[src/inc/cts_pkg.sv]
// Constants shared by the clock and timestamp configuration register group.
package cts_pkg;

  // Serial frame: one direction bit, fifteen address bits, eight data bits.
  localparam int unsigned CMD_BITS  = 16;
  localparam int unsigned ADDR_BITS = 15;
  localparam int unsigned DATA_BITS = 8;
  localparam int unsigned FRAME_BITS = CMD_BITS + DATA_BITS;
  localparam int unsigned CNT_W     = 5;
  localparam logic        DIR_READ  = 1'b1;

  // Pin synchroniser depth and clock figures.
  localparam int unsigned SYNC_STAGES  = 2;
  localparam int unsigned CLK_PERIOD_NS = 100;

  // Register offsets.
  localparam int unsigned NUM_REGS = 6;
  localparam logic [14:0] OFS_STAMP_CTRL = 15'h003b;
  localparam logic [14:0] OFS_REFOUT_CTRL = 15'h003c;
  localparam logic [14:0] OFS_FBDIV_VP = 15'h003d;
  localparam logic [14:0] OFS_FBDIV_N = 15'h003e;
  localparam logic [14:0] OFS_OSC_BIAS = 15'h003f;
  localparam logic [14:0] OFS_LANE_EMPH = 15'h0048;

  // Register indices inside the bank.
  localparam logic [2:0] IDX_STAMP_CTRL = 3'h0;
  localparam logic [2:0] IDX_REFOUT_CTRL = 3'h1;
  localparam logic [2:0] IDX_FBDIV_VP = 3'h2;
  localparam logic [2:0] IDX_FBDIV_N = 3'h3;
  localparam logic [2:0] IDX_OSC_BIAS = 3'h4;
  localparam logic [2:0] IDX_LANE_EMPH = 3'h5;
  localparam logic [2:0] IDX_NONE = 3'h7;

  // Reset values.
  localparam logic [7:0] RST_STAMP_CTRL = 8'h00;
  localparam logic [7:0] RST_REFOUT_CTRL = 8'h01;
  localparam logic [7:0] RST_FBDIV_VP = 8'h00;
  localparam logic [7:0] RST_FBDIV_N = 8'h20;
  localparam logic [7:0] RST_OSC_BIAS = 8'h4f;
  localparam logic [7:0] RST_LANE_EMPH = 8'h00;

  // Field positions.
  localparam int unsigned POS_STAMP_RECV = 0;
  localparam int unsigned POS_STAMP_LVMODE = 1;
  localparam int unsigned POS_REFOUT_EN = 0;
  localparam int unsigned POS_V_DIV_LSB = 0;
  localparam int unsigned POS_P_DIV_LSB = 2;
  localparam int unsigned DIV_CODE_W = 2;
  localparam int unsigned N_DIV_W = 6;
  localparam int unsigned BIAS_W = 7;
  localparam int unsigned EMPH_W = 4;
  localparam int unsigned RATIO_W = 3;

  // Divider codes.
  localparam logic [1:0] CODE_RSVD = 2'h3;

  typedef enum logic [1:0] {
    CTS_IDLE = 2'b00,
    CTS_CMD  = 2'b01,
    CTS_DATA = 2'b11,
    CTS_DONE = 2'b10
  } cts_state_e;

endpackage

[src/rtl/cts_cfg_reg.sv]
// One eight-bit read/write configuration register with its own reset value.
`timescale 1ns/10ps
`default_nettype none
module cts_cfg_reg #(
  parameter logic [7:0] RESET_VAL = 8'h00
) (
  input  wire logic       clk,     // System clock.
  input  wire logic       rst_n,   // Synchronous reset, active low.
  input  wire logic       wr_en,   // One-cycle write strobe.
  input  wire logic [7:0] wr_data, // Byte to store.
  output logic      [7:0] q        // Stored byte.
);

  logic [7:0] value_ff;

  // Every bit is stored, reserved ones too, so a read gives back what was written.
  always_ff @(posedge clk)
  begin
    if (!rst_n)
      value_ff <= RESET_VAL;
    else if (wr_en)
      value_ff <= wr_data;
  end

  assign q = value_ff;

endmodule // cts_cfg_reg
`default_nettype wire

[src/rtl/cts_clock_stamp_regs.sv]
// Clock, timestamp and lane emphasis configuration registers behind the serial port.
//
// Behaviour
// RULE1 - Stamp control bit 0 enables the differential timestamp receiver.
// RULE2 - Stamp control bit 1 selects low-voltage input mode and drops self-biasing.
// RULE3 - Reference output runs while its enable bit and the loop enable are set.
// RULE4 - Bits 3:2 pick the second divider: 1, 2, 4, code 3 reserved.
// RULE5 - Bits 1:0 pick the first divider: 5, 4, 3, code 3 reserved.
// RULE6 - Third divider takes its six-bit value 1 to 63, reset 32.
// RULE7 - Host holds loop reset asserted while changing any feedback divider.
// RULE8 - Host writes oscillator bias 0x4A when using the internal loop.
// RULE9 - One four-bit emphasis value drives every serial lane together.
// RULE10 - Host writes reserved bits with their default of zero.
// RULE11 - Reads return the last written value, or the reset value.
`timescale 1ns/10ps
`default_nettype none
module cts_clock_stamp_regs #(
  parameter int unsigned LANES = 8
) (
  input  wire logic                       clk,                          // System clock.
  input  wire logic                       rst_n,                        // Sync reset, low.
  input  wire logic                       spi_sclk,                     // Serial clock pin.
  input  wire logic                       spi_cs_n,                     // Chip select pin, low.
  input  wire logic                       spi_sdi,                      // Serial data in pin.
  output logic                            spi_sdo,                      // Serial data out.
  output logic                            spi_sdo_oe,                   // Drive enable of sdo.
  input  wire logic                       pll_enable,                   // Loop enable pin.
  input  wire logic                       loop_reset_control,           // Loop reset level.
  output logic                            stamp_receiver_enable,        // Receiver on.
  output logic                            stamp_low_voltage_input_mode, // Low-voltage mode.
  output logic                            stamp_self_bias_enable,       // Common-mode bias on.
  output logic                            reference_output_enable,      // Reference out on.
  output logic [cts_pkg::RATIO_W-1:0]     first_div_ratio,              // 5, 4, 3 or 0.
  output logic [cts_pkg::RATIO_W-1:0]     second_div_ratio,             // 1, 2, 4 or 0.
  output logic [cts_pkg::N_DIV_W-1:0]     third_div_ratio,              // 0 to 63; 0 invalid.
  output logic                            divider_setting_valid,        // No reserved code, third not 0.
  output logic                            divider_write_unguarded,      // Pulse, see below.
  output logic [cts_pkg::BIAS_W-1:0]      oscillator_bias_level,        // Oscillator bias.
  output logic [LANES*cts_pkg::EMPH_W-1:0] lane_emphasis_level         // Per-lane copies.
);

  if (LANES < 1 || LANES > 8)
  begin : g_lanes_check
    $error("LANES must lie between 1 and 8");
  end

  //////////////////////////////////////////////////////////////////////////////

  function automatic logic [2:0] reg_index(input logic [cts_pkg::ADDR_BITS-1:0] addr);
    logic [2:0] idx;
    idx = cts_pkg::IDX_NONE;
    unique case (addr)
      cts_pkg::OFS_STAMP_CTRL:  idx = cts_pkg::IDX_STAMP_CTRL;
      cts_pkg::OFS_REFOUT_CTRL: idx = cts_pkg::IDX_REFOUT_CTRL;
      cts_pkg::OFS_FBDIV_VP:    idx = cts_pkg::IDX_FBDIV_VP;
      cts_pkg::OFS_FBDIV_N:     idx = cts_pkg::IDX_FBDIV_N;
      cts_pkg::OFS_OSC_BIAS:    idx = cts_pkg::IDX_OSC_BIAS;
      cts_pkg::OFS_LANE_EMPH:   idx = cts_pkg::IDX_LANE_EMPH;
      default:                  idx = cts_pkg::IDX_NONE;
    endcase
    return idx;
  endfunction

  //////////////////////////////////////////////////////////////////////////////
  // Pin synchronisation and edge detection.

  logic [3:0] pins_s;
  logic       sclk_s;
  logic       cs_n_s;
  logic       sdi_s;
  logic       pll_en_s;
  logic       sclk_prev_ff;
  logic       sclk_rise;

  cts_sync #(
    .WIDTH     (4),
    .RESET_VAL (4'h4)
  ) u_sync (
    .clk      (clk),
    .rst_n    (rst_n),
    .pin_in   ({pll_enable, spi_cs_n, spi_sdi, spi_sclk}),
    .sync_out (pins_s)
  );

  assign sclk_s   = pins_s[0];
  assign sdi_s    = pins_s[1];
  assign cs_n_s   = pins_s[2];
  assign pll_en_s = pins_s[3];

  always_ff @(posedge clk)
  begin
    if (!rst_n)
      sclk_prev_ff <= 1'b0;
    else
      sclk_prev_ff <= sclk_s;
  end

  assign sclk_rise = sclk_s & ~sclk_prev_ff & ~cs_n_s;

  //////////////////////////////////////////////////////////////////////////////
  // Serial frame sequencing.

  cts_pkg::cts_state_e            state_ff;
  logic [cts_pkg::CNT_W-1:0]      bit_cnt_ff;
  logic [cts_pkg::CMD_BITS-1:0]   cmd_sr_ff;
  logic [cts_pkg::DATA_BITS-1:0]  wr_sr_ff;
  logic [cts_pkg::DATA_BITS-1:0]  rd_sr_ff;
  logic [2:0]                     idx_ff;
  logic                           is_read_ff;
  logic                           wr_pulse_ff;
  logic [cts_pkg::DATA_BITS-1:0]  reg_q [cts_pkg::NUM_REGS];
  logic [cts_pkg::CMD_BITS-1:0]   nxt_cmd;
  logic [cts_pkg::DATA_BITS-1:0]  nxt_wr;
  logic [cts_pkg::DATA_BITS-1:0]  rd_value;
  logic [2:0]                     nxt_idx;
  logic                           cmd_last;
  logic                           data_last;

  assign nxt_cmd   = {cmd_sr_ff[cts_pkg::CMD_BITS-2:0], sdi_s};
  assign nxt_wr    = {wr_sr_ff[cts_pkg::DATA_BITS-2:0], sdi_s};
  assign nxt_idx   = reg_index(nxt_cmd[cts_pkg::ADDR_BITS-1:0]);
  assign cmd_last  = (bit_cnt_ff == cts_pkg::CNT_W'(cts_pkg::CMD_BITS - 1));
  assign data_last = (bit_cnt_ff == cts_pkg::CNT_W'(cts_pkg::FRAME_BITS - 1));
  // Unmapped offsets read as zero and swallow writes.
  assign rd_value  = (nxt_idx == cts_pkg::IDX_NONE) ? 8'h00 : reg_q[nxt_idx]; // see RULE11

  always_ff @(posedge clk)
  begin
    if (!rst_n || cs_n_s)
    begin
      state_ff   <= cts_pkg::CTS_IDLE;
      bit_cnt_ff <= '0;
    end
    else if (sclk_rise)
    begin
      bit_cnt_ff <= bit_cnt_ff + cts_pkg::CNT_W'(1);
      unique case (state_ff)
        cts_pkg::CTS_IDLE: state_ff <= cts_pkg::CTS_CMD;
        cts_pkg::CTS_CMD:  state_ff <= cmd_last ? cts_pkg::CTS_DATA : cts_pkg::CTS_CMD;
        cts_pkg::CTS_DATA: state_ff <= data_last ? cts_pkg::CTS_DONE : cts_pkg::CTS_DATA;
        cts_pkg::CTS_DONE: state_ff <= cts_pkg::CTS_DONE;
      endcase
    end
  end

  always_ff @(posedge clk)
  begin
    if (!rst_n)
    begin
      cmd_sr_ff  <= '0;
      wr_sr_ff   <= '0;
      idx_ff     <= cts_pkg::IDX_NONE;
      is_read_ff <= 1'b0;
    end
    else if (sclk_rise && state_ff != cts_pkg::CTS_DONE)
    begin
      if (state_ff != cts_pkg::CTS_DATA)
        cmd_sr_ff <= nxt_cmd;
      else
        wr_sr_ff <= nxt_wr;
      if (state_ff == cts_pkg::CTS_CMD && cmd_last)
      begin
        idx_ff     <= nxt_idx;
        is_read_ff <= (nxt_cmd[cts_pkg::CMD_BITS-1] == cts_pkg::DIR_READ);
      end
    end
  end

  // The read byte is loaded as the last command bit arrives, so its first bit
  // is on sdo before the host's next rising edge.
  always_ff @(posedge clk)
  begin
    if (!rst_n)
      rd_sr_ff <= '0;
    else if (sclk_rise && state_ff == cts_pkg::CTS_CMD && cmd_last)
      rd_sr_ff <= rd_value; // see RULE11
    else if (sclk_rise && state_ff == cts_pkg::CTS_DATA)
      rd_sr_ff <= {rd_sr_ff[cts_pkg::DATA_BITS-2:0], 1'b0};
  end

  always_ff @(posedge clk)
  begin
    if (!rst_n)
      wr_pulse_ff <= 1'b0;
    else
      wr_pulse_ff <= sclk_rise && state_ff == cts_pkg::CTS_DATA && data_last
                     && !is_read_ff && idx_ff != cts_pkg::IDX_NONE;
  end

  assign spi_sdo    = rd_sr_ff[cts_pkg::DATA_BITS-1];
  assign spi_sdo_oe = is_read_ff && state_ff == cts_pkg::CTS_DATA;

  //////////////////////////////////////////////////////////////////////////////
  // Register bank. Reserved bits are stored as written; the host keeps them
  // at zero, and nothing below looks at them.

  localparam logic [7:0] RST_VALS [cts_pkg::NUM_REGS] = '{
    cts_pkg::RST_STAMP_CTRL, cts_pkg::RST_REFOUT_CTRL, cts_pkg::RST_FBDIV_VP,
    cts_pkg::RST_FBDIV_N, cts_pkg::RST_OSC_BIAS, cts_pkg::RST_LANE_EMPH};

  for (genvar i = 0; i < cts_pkg::NUM_REGS; i++)
  begin : g_regs
    cts_cfg_reg #(
      .RESET_VAL (RST_VALS[i])
    ) u_reg (
      .clk     (clk),
      .rst_n   (rst_n),
      .wr_en   (wr_pulse_ff && idx_ff == 3'(i)),  // see RULE11
      .wr_data (wr_sr_ff),
      .q       (reg_q[i])
    );
  end

  //////////////////////////////////////////////////////////////////////////////
  // Decoded control levels, all registered.

  logic [1:0]                    v_code;
  logic [1:0]                    p_code;
  logic [cts_pkg::N_DIV_W-1:0]   n_val;
  logic [cts_pkg::EMPH_W-1:0]    emph_ff;
  logic                          recv_ff;
  logic                          lvmode_ff;
  logic                          refout_ff;
  logic [cts_pkg::RATIO_W-1:0]   v_ratio_ff;
  logic [cts_pkg::RATIO_W-1:0]   p_ratio_ff;
  logic [cts_pkg::N_DIV_W-1:0]   n_ratio_ff;
  logic                          div_ok_ff;
  logic                          unguarded_ff;
  logic [cts_pkg::BIAS_W-1:0]    bias_ff;

  assign v_code = reg_q[cts_pkg::IDX_FBDIV_VP][cts_pkg::POS_V_DIV_LSB +: cts_pkg::DIV_CODE_W];
  assign p_code = reg_q[cts_pkg::IDX_FBDIV_VP][cts_pkg::POS_P_DIV_LSB +: cts_pkg::DIV_CODE_W];
  assign n_val  = reg_q[cts_pkg::IDX_FBDIV_N][cts_pkg::N_DIV_W-1:0];

  always_ff @(posedge clk)
  begin
    if (!rst_n)
    begin
      recv_ff   <= 1'b0;
      lvmode_ff <= 1'b0;
      refout_ff <= 1'b0;
    end
    else
    begin
      recv_ff   <= reg_q[cts_pkg::IDX_STAMP_CTRL][cts_pkg::POS_STAMP_RECV];   // see RULE1
      lvmode_ff <= reg_q[cts_pkg::IDX_STAMP_CTRL][cts_pkg::POS_STAMP_LVMODE]; // see RULE2
      refout_ff <= reg_q[cts_pkg::IDX_REFOUT_CTRL][cts_pkg::POS_REFOUT_EN]
                   & pll_en_s;                                              // see RULE3
    end
  end

  // Reserved codes give a ratio of zero, which the loop treats as stopped.
  always_ff @(posedge clk)
  begin
    if (!rst_n)
    begin
      v_ratio_ff <= 3'h5;
      p_ratio_ff <= 3'h1;
      n_ratio_ff <= cts_pkg::RST_FBDIV_N[cts_pkg::N_DIV_W-1:0];
      div_ok_ff  <= 1'b1;
    end
    else
    begin
      unique case (v_code)                                                  // see RULE5
        2'h0:    v_ratio_ff <= 3'h5;
        2'h1:    v_ratio_ff <= 3'h4;
        2'h2:    v_ratio_ff <= 3'h3;
        2'h3:    v_ratio_ff <= 3'h0;
      endcase
      unique case (p_code)                                                  // see RULE4
        2'h0:    p_ratio_ff <= 3'h1;
        2'h1:    p_ratio_ff <= 3'h2;
        2'h2:    p_ratio_ff <= 3'h4;
        2'h3:    p_ratio_ff <= 3'h0;
      endcase
      n_ratio_ff <= n_val;                                                  // see RULE6
      div_ok_ff  <= v_code != cts_pkg::CODE_RSVD && p_code != cts_pkg::CODE_RSVD
                    && n_val != '0;                                         // see RULE6
    end
  end

  // The write is still taken; the pulse only tells the loop logic that the
  // host changed a divider without holding the loop in reset.
  always_ff @(posedge clk)
  begin
    if (!rst_n)
      unguarded_ff <= 1'b0;
    else
      unguarded_ff <= wr_pulse_ff && !loop_reset_control
                      && (idx_ff == cts_pkg::IDX_FBDIV_VP
                          || idx_ff == cts_pkg::IDX_FBDIV_N);               // see RULE7
  end

  always_ff @(posedge clk)
  begin
    if (!rst_n)
    begin
      bias_ff <= cts_pkg::RST_OSC_BIAS[cts_pkg::BIAS_W-1:0];
      emph_ff <= cts_pkg::RST_LANE_EMPH[cts_pkg::EMPH_W-1:0];
    end
    else
    begin
      bias_ff <= reg_q[cts_pkg::IDX_OSC_BIAS][cts_pkg::BIAS_W-1:0];          // see RULE8
      emph_ff <= reg_q[cts_pkg::IDX_LANE_EMPH][cts_pkg::EMPH_W-1:0];         // see RULE9
    end
  end

  for (genvar l = 0; l < LANES; l++)
  begin : g_lanes
    assign lane_emphasis_level[l*cts_pkg::EMPH_W +: cts_pkg::EMPH_W] = emph_ff; // see RULE9
  end

  assign stamp_receiver_enable        = recv_ff;
  assign stamp_low_voltage_input_mode = lvmode_ff;
  assign stamp_self_bias_enable       = ~lvmode_ff;  // see RULE2
  assign reference_output_enable      = refout_ff;
  assign first_div_ratio              = v_ratio_ff;
  assign second_div_ratio             = p_ratio_ff;
  assign third_div_ratio              = n_ratio_ff;
  assign divider_setting_valid        = div_ok_ff;
  assign divider_write_unguarded      = unguarded_ff;
  assign oscillator_bias_level        = bias_ff;

endmodule // cts_clock_stamp_regs
`default_nettype wire

[src/rtl/cts_sync.sv]
// Two-stage synchroniser for pins entering the clock domain.
`timescale 1ns/10ps
`default_nettype none
module cts_sync #(
  parameter int unsigned WIDTH = 1,
  parameter logic [WIDTH-1:0] RESET_VAL = '0
) (
  input  wire logic             clk,      // System clock.
  input  wire logic             rst_n,    // Synchronous reset, active low.
  input  wire logic [WIDTH-1:0] pin_in,   // Asynchronous pin levels.
  output logic      [WIDTH-1:0] sync_out  // Levels safe to use in clk domain.
);

  logic [WIDTH-1:0] meta_ff;
  logic [WIDTH-1:0] sync_ff;

  always_ff @(posedge clk)
  begin
    if (!rst_n)
    begin
      meta_ff <= RESET_VAL;
      sync_ff <= RESET_VAL;
    end
    else
    begin
      meta_ff <= pin_in;
      sync_ff <= meta_ff;
    end
  end

  assign sync_out = sync_ff;

endmodule // cts_sync
`default_nettype wire

[config.mk]
export PLATFORM = sky130hd
export DESIGN_NAME = cts_clock_stamp_regs
export DESIGN_NICKNAME = d
export VERILOG_FILES = /design/src/inc/cts_pkg.sv /design/src/rtl/cts_cfg_reg.sv /design/src/rtl/cts_clock_stamp_regs.sv /design/src/rtl/cts_sync.sv
export SDC_FILE = /design/constraint.sdc
export NUM_CORES = 1
export LEC_CHECK = 0
export ABC_AREA = 1
export BUFFER_PORTS_ARGS = -buffer_cell sky130_fd_sc_hd__buf_2
export CORE_ASPECT_RATIO = 1.75
export CORE_MARGIN = 2
export CORE_UTILIZATION = 40
export CTS_CLUSTER_SIZE = 28
export DETAILED_ROUTE_END_ITERATION = 16
export HOLD_SLACK_MARGIN = 0.03
export SKIP_LAST_GASP = 1
export SYNTH_ARGS = -nofsm -noshare
export SYNTH_HDL_FRONTEND = slang
export SYNTH_SLANG_ARGS = --single-unit
[constraint.sdc]
create_clock -name clk -period 2.22 [get_ports clk]
set_clock_uncertainty 0.05 [all_clocks]
set_input_delay 0.333 -clock clk [delete_from_list [all_inputs] [get_ports clk]]
set_output_delay 0.333 -clock clk [all_outputs]
set_load 0.03 [all_outputs]
==> results.py, run 1 <==
metrics = {
    "die": {
        "initial_core_util_pct": 41.0,
        "core_um2": 13000,
        "num_io_pins": 66,
        "die_h_um": 157,
        "rows": 55,
        "die_area_um2": 14300,
        "die_w_um": 91.2,
    },
    "worst_setup_path": {
        "r2r_cells": 10,
        "worst_setup_path_start_kind": "register",
        "crit_path_end_kind": "register",
        "critPathMaxFanout": 11,
        "r2r-start": "bit_cnt_ff[0]",
        "worst-setup-path-type": "register to register",
        "crit_path_max_incr_delay_ns": 0.33,
        "critical_path_buf_inv_count": 1,
        "path_cells": "ha_1 > nand2_1 > nor2_1 > ha_1 > nand3_1 > nor2_1 > inv_1 > o21ai_0 > o21bai_1 > a21oi_1",
        "crit_family": "compound AO/OA/AOI/OAI gates",
        "timing.rr.end": "rd_sr_ff[1]",
        "rrSetupSlack_ns": 0.21,
        "slowest_stage": "dfxtp_1",
        "cp.required_ns": 2.52,
        "arrival_ns": 2.31,
    },
    "cts": {
        "clockBufferDepth": 2,
        "htreeDepth": 4,
        "cts_sinks": 128,
        "clk_pin_slew_ns": 0.06,
        "clk_latency_ns": 0.42,
        "cts_tree": "yes",
        "postCtsSetupBuffers": 0,
        "ctsRootBufferMaster": "clkbuf_16",
        "cts_buffers": 17,
    },
    "synth": {
        "synth_xor_area_share_pct": 0,
        "yosys.area_share.adder_pct": 0.470,
        "yosysUniqueCellTypes": 33,
        "synth_top_family_by_area": "simple AND/OR/NAND/NOR gates",
        "synth_area_per_cell_um2": 7.48,
        "syn_area_um2": 5330,
        "syn_inst": 712,
        "syn-num-nets": 721,
        "synth-compound-area-share_pct": 15.2,
        "seq_area_frac_synth_pct": 48.1,
        "ys_ff_latch": 128,
        "yosysWarnings": 0,
        "synthSimpleGateAreaFrac_pct": 23.2,
        "synthMuxAreaShare_pct": 0,
    },
    "timing": {
        "period_needed_ns": 2.01,
        "finalSetupViolations": 0,
        "fmax_ghz": 0.498,
        "relSlewSlack_pct": 60.1,
        "worst_hold_slack_ns": 0.0431,
        "finalCritPeriodShare_pct": 90.5,
        "tns_ns": 0,
        "final_max_slew_viol_count": 0,
        "rsz0062_at_grt": "no",
        "tightestPinTransition_ns": 0.598,
        "finalHoldViolCount": 0,
    },
    "run_status": {
        "status": "finished clean",
    },
    "route": {
        "postRouteWirelength_mm": 13.8,
        "drt_first_pass_iters": 5,
        "highest_layer": "met4",
        "drc_errors": 0,
        "antenna_left": 0,
        "via_per_inst": 4.93,
        "met2WireLength_mm": 7.45,
        "wl_met3_um": 578,
        "met1_length_mm": 5.11,
        "drtIter0Drc": 310,
        "vias": 4579,
        "wl_per_cell_um": 14.8,
    },
    "final_layout": {
        "areaGrowthSynthToFinish_pct": 17.2,
        "nFillCells": 1290,
        "antenna_cells": 0,
        "nets": 754,
        "post-route-util_pct": 48.0,
        "drive_gt1_share_pct": 18.0,
        "final_common_cell": "dfxtp_1",
        "layout_common_cells": "dfxtp_1, nand2_1, nor2_1",
    },
    "global_routing": {
        "first_global_vias": 4331,
        "antenna_found_initial": 0,
        "grt_overflow_total": 0,
        "grt_max_degree": 88,
        "grt_pass1_wl_mm": 21.8,
        "grt.total_usage_pct": 19.8,
    },
    "min_path": {
        "holdCritStartpoint": "spi_sclk",
        "holdPathEnd": "u_sync.meta_ff[0]",
        "min_path_type": "input port to register",
        "hold_path_depth": 3,
    },
    "power_and_ir_drop": {
        "powerDensity_nw_per_um2": 864,
        "power_mw": 5.40,
        "vdd_drop_max_v": 0.000523,
        "p_leak_nw": 2.91,
    },
    "run": {
        "cap_violations": 0,
    },
    "placement": {
        "hpwl_mm": 9.93,
        "place_congestion": 0.963,
        "io_buffer_count": 65,
    },
}
[cell families after synthesis]
logic type / count (synthesis)
flops: 128
compound gates: 152
fa+ha+maj: 2
buf+inv: 154
simple gates: 276
[state kept, by name, indices dropped and copies added, names as in the netlist, 2 cells and up]
register / count
bit_cnt_ff: 5
cmd_sr_ff: 15
emph_ff: 4
first_div_ratio: 3
g_regs.u_reg.q: 48
idx_ff: 3
oscillator_bias_level: 7
rd_sr_ff: 8
second_div_ratio: 3
state_ff: 2
third_div_ratio: 6
u_sync.meta_ff: 4
u_sync.sync_out: 4
wr_sr_ff: 8
[area by class of cell]
| type | count | area (µm²) | area share, % |
|---|---|---|---|
| Sequential cell | 128 | 2560 | 41.0 |
| Multi-Input combinational cell | 430 | 2080 | 33.3 |
| Clock buffer | 17 | 425 | 6.81 |
| Timing Repair Buffer | 74 | 405 | 6.49 |
| Inverter | 94 | 353 | 5.65 |
| Tap cell | 171 | 214 | 3.43 |
| Clock inverter | 14 | 205 | 3.29 |
[tightest hold or removal path, cell delays in order]
cell and delay, ns:
buf_2 0.07, nand2_1 0.04, inv_1 0.04
[per-layer routing]
metal / up-vias / GRT usage, %
met2: 133 / 36.2
met1: 2102 / 19.9
met3: 35 / 3.66
met4: 0 / 13.9
met5: - / 0
li1: 2309 / -
[report_power, final]
group          switching (mW)  total (mW)  internal, mW
combinational          0.0609      0.0858        0.0249
clock                    1.10        3.00          1.90
sequential            0.00542        2.31          2.31
[synth_stat cells, drive strengths merged]
library cell | number | share of area, %
nand3 | 32 | 3.1
nor2 | 103 | 8.4
nand2 | 122 | 9.5
inv | 92 | 6.5
nor3 | 5 | 0.47
o21ai | 83 | 7.8
o2111ai | 2 | 0.33
buf | 34 | 4.6
o211ai | 9 | 1.3
dfxtp | 128 | 48
o21a | 1 | 0.14
a21oi | 55 | 5.4
o21bai | 1 | 0.14
clkbuf | 26 | 1.8
or2 | 3 | 0.35
o221ai | 1 | 0.16
nor4 | 1 | 0.12
nand3b | 1 | 0.14
ha | 2 | 0.47
clkinv | 2 | 0.14
nand4 | 9 | 1.1
[stage by stage]
stage,setup WS [ns],std cells,area (µm²)
3_5_place_dp,0.117,897,5600
2_1_floorplan,0.538,712,5330
3_3_place_gp,0.107,897,5600
4_1_cts,0.102,928,6230
5_1_grt,0.0326,928,6250
6_report,0.211,928,6250
[worst max path at each step]
stage               slack (ns)     startpoint           to  cells past startpoint
floorplan                 0.54  cmd_sr_ff[13]  rd_sr_ff[7]                     12
global placement          0.11   cmd_sr_ff[2]  rd_sr_ff[7]                     13
detailed placement        0.12   cmd_sr_ff[2]  rd_sr_ff[7]                     13
CTS                       0.10   cmd_sr_ff[2]  rd_sr_ff[7]                     13
global route              0.03  bit_cnt_ff[0]  rd_sr_ff[1]                     10
finish                    0.21  bit_cnt_ff[0]  rd_sr_ff[1]                     10
[timing repair]
action / in CTS / in global routing
hold endpoints to repair: 0 / 0
setup endpoints to repair: 0 / 1
hold buffers: 0 / 0
gates resized for setup: 0 / 2
Power figures use the tool's default switching activity.
==> inputs of run 2 (changes only) <==
- ABC_AREA: 1 -> default
==> results.py, run 2 <==
metrics = {
    "run_status": {
        "status": "finished clean",
    },
    "cts": {
        "cts_tree": "yes",
        "cts_sinks": 128,
        "clk_pin_slew_ns": 0.06,
        "ctsRootBufferMaster": "clkbuf_16",
        "clockBufferDepth": 2,
        "postCtsSetupBuffers": 0,
        "htreeDepth": 4,
        "cts_buffers": 17,
        "clk_latency_ns": 0.43,
    },
    "route": {
        "drtIter0Drc": 183,
        "antenna_left": 0,
        "via_per_inst": 5.18,
        "drc_errors": 0,
        "drt_first_pass_iters": 5,
        "postRouteWirelength_mm": 14.5,
        "wl_per_cell_um": 17.1,
        "vias": 4396,
    },
    "synth": {
        "synth_xor_area_share_pct": 0.822,
        "synth-compound-area-share_pct": 13.0,
        "ys.flop_type": "dfxtp_1",
        "synth_async_sr_flop_share_pct": 0,
        "yosysWarnings": 0,
        "synth-edff-count": 0,
        "yosysTopAreaCellShare_pct": 48.1,
        "yosys.area_share.adder_pct": 0.470,
        "synth_top_family_by_area": "simple AND/OR/NAND/NOR gates",
        "synthTopCellsByCount": "nand2_1, dfxtp_1, a21oi_1, buf_4, clkbuf_1",
        "syn-num-nets": 636,
        "ys_ff_latch": 128,
        "yosysUniqueCellTypes": 60,
        "synth_most_common_cell": "nand2_1",
        "syn_inst": 627,
        "synth_area_per_cell_um2": 8.50,
        "synthMuxAreaShare_pct": 3.73,
        "synthSimpleGateAreaFrac_pct": 26.3,
        "syn_area_um2": 5330,
        "synth_top_area_cell": "dfxtp_1",
        "seq_area_frac_synth_pct": 48.1,
        "synthTopCellsByArea": "dfxtp_1, nand2_1, a21oi_1",
    },
    "final_layout": {
        "largest_reg_flops": 48,
        "nFillCells": 1270,
        "layout_common_cells": "nand2_1, dfxtp_1, buf_2",
        "nets": 674,
        "antenna_cells": 0,
        "final_common_cell": "nand2_1",
        "drive_gt1_share_pct": 20.5,
        "areaGrowthSynthToFinish_pct": 17.9,
        "final_design_area_no_fill_um2": 6280,
    },
    "placement": {
        "place_congestion": 0.974,
        "place_area_um2": 5630,
        "io_buffer_count": 65,
        "hpwl_mm": 10.7,
    },
    "power_and_ir_drop": {
        "p_leak_nw": 2.38,
        "powerDensity_nw_per_um2": 845,
        "vdd_drop_max_v": 0.000480,
        "power_mw": 5.31,
    },
    "global_routing": {
        "grt_pass1_wl_mm": 22.7,
        "grt_max_degree": 41,
        "first_global_vias": 4356,
        "antenna_found_initial": 0,
        "grt_overflow_total": 0,
        "grt.total_usage_pct": 21.1,
    },
    "die": {
        "die_h_um": 157,
        "initial_core_util_pct": 41.0,
        "core_um2": 13000,
        "num_io_pins": 66,
        "rows": 55,
        "die_w_um": 91.3,
        "die_area_um2": 14300,
    },
    "worst_setup_path": {
        "worst_setup_path_start_kind": "register",
        "path_cells": "or4_4 > nor2_2 > o21a_2 > mux2i_1 > a211oi_1 > o211a_1",
        "cp.required_ns": 2.49,
        "crit_path_end_kind": "register",
        "critPathMaxFanout": 6,
        "critical_path_buf_inv_count": 0,
        "crit_path_max_incr_delay_ns": 0.62,
        "worst-setup-path-type": "register to register",
        "slowest_stage": "or4_4",
        "crit_family": "simple AND/OR/NAND/NOR gates",
        "arrival_ns": 2.41,
    },
    "timing": {
        "finalHoldViolCount": 0,
        "final_max_slew_viol_count": 0,
        "tightestPinTransition_ns": 0.653,
        "period_needed_ns": 2.15,
        "rsz0062_at_grt": "yes",
        "finalCritPeriodShare_pct": 96.7,
        "finalSetupViolations": 0,
        "worst_hold_slack_ns": 0.0558,
        "fmax_ghz": 0.466,
        "relSlewSlack_pct": 56.5,
    },
    "run": {
        "cap_violations": 0,
    },
    "min_path": {
        "min_path_type": "input port to register",
    },
}
==> run 2: cell types whose count changed after synthesis, moves of 11 or more <==
cell      before  now
nand2b_1       0   12
nor2b_1        0   11
nand3_1       31   11
nand2_1      108  173
a21boi_0       0   15
nand2_2       11    0
nor2_1        94   20
and2_1         0   25
o21ai_0       83    8
mux2i_1        0   15
inv_1         91    5
==> run 2: worst paths after layout <==
kind	from	to	slack, ns	cells past startpoint
worst max-delay path	cmd_sr_ff[9]	rd_sr_ff[5]	0.07	6
worst min-delay path	spi_cs_n	u_sync.meta_ff[2]	0.06	2
worst min register to register	u_sync.meta_ff[2]	u_sync.sync_out[2]	0.35	1
worst max register to register	cmd_sr_ff[9]	rd_sr_ff[5]	0.07	6
==> run 2: worst register-to-register path: cells and delay by family (launching register included) <==
| kind | cells | cell delay, ns |
|---|---|---|
| flops | 1 | 0.32 |
| compound gates | 3 | 0.57 |
| simple gates | 2 | 0.87 |
| mux | 1 | 0.24 |
==> run 2: final cells by class <==
class                      instances  area [µm²]  area share [%]
multi-input combinational        426        2370            37.7
clock inverter                    13         175            2.79
clock buffer                      19         453            7.21
sequential                       128        2560            40.8
tap                              171         214            3.41
timing repair buffer              86         485            7.73
inverter                           6        22.5           0.358
==> run 2: through the flow <==
stage | cells | setup TNS (ns) | utilization, % | setup slack (ns)
4_1_cts | 849 | 0 | 48.3 | 0.0582
3_5_place_dp | 816 | -0.00825 | 43.3 | -0.00825
2_1_floorplan | 627 | 0 | - | 0.134
5_1_grt | 849 | -0.00426 | 48.3 | -0.00426
3_3_place_gp | 816 | 0 | 43.3 | 0.0833
6_report | 849 | 0 | 48.3 | 0.0728
==> run 2: kinds of logic after synthesis <==
group,after synthesis
buffers and inverters,73
multiplexers,19
adder cells (fa/ha/maj),2
flip-flops,128
AO/OA/AOI/OAI,110
AND/OR/NAND/NOR,290
XOR/XNOR,5
==> run 2: per-layer routing <==
layer	up-vias	global-route usage, %	wire (µm)
met3	42	5.34	466
met2	116	38.6	7920
met4	0	14.6	889
met5	-	0	0
met1	2089	20.6	5250
li1	2149	-	-
==> run 2: what timing repair did <==
action                                 4_1_cts  5_1_grt
pin swaps                                    0        1
setup endpoints to repair                    1        2
endpoints found under the hold margin        1        0
hold buffers                                 1        0
resized for setup                            1        3
==> run 2: power by group <==
| group | total [mW] | leakage, nW | internal [mW] | switching (mW) |
|---|---|---|---|---|
| combinational | 0.0677 | 1.04 | 0.0235 | 0.0442 |
| clock | 2.93 | 0.301 | 1.84 | 1.08 |
| sequential | 2.31 | 1.03 | 2.31 | 0.00515 |
| total | 5.31 | 2.38 | 4.17 | 1.13 |
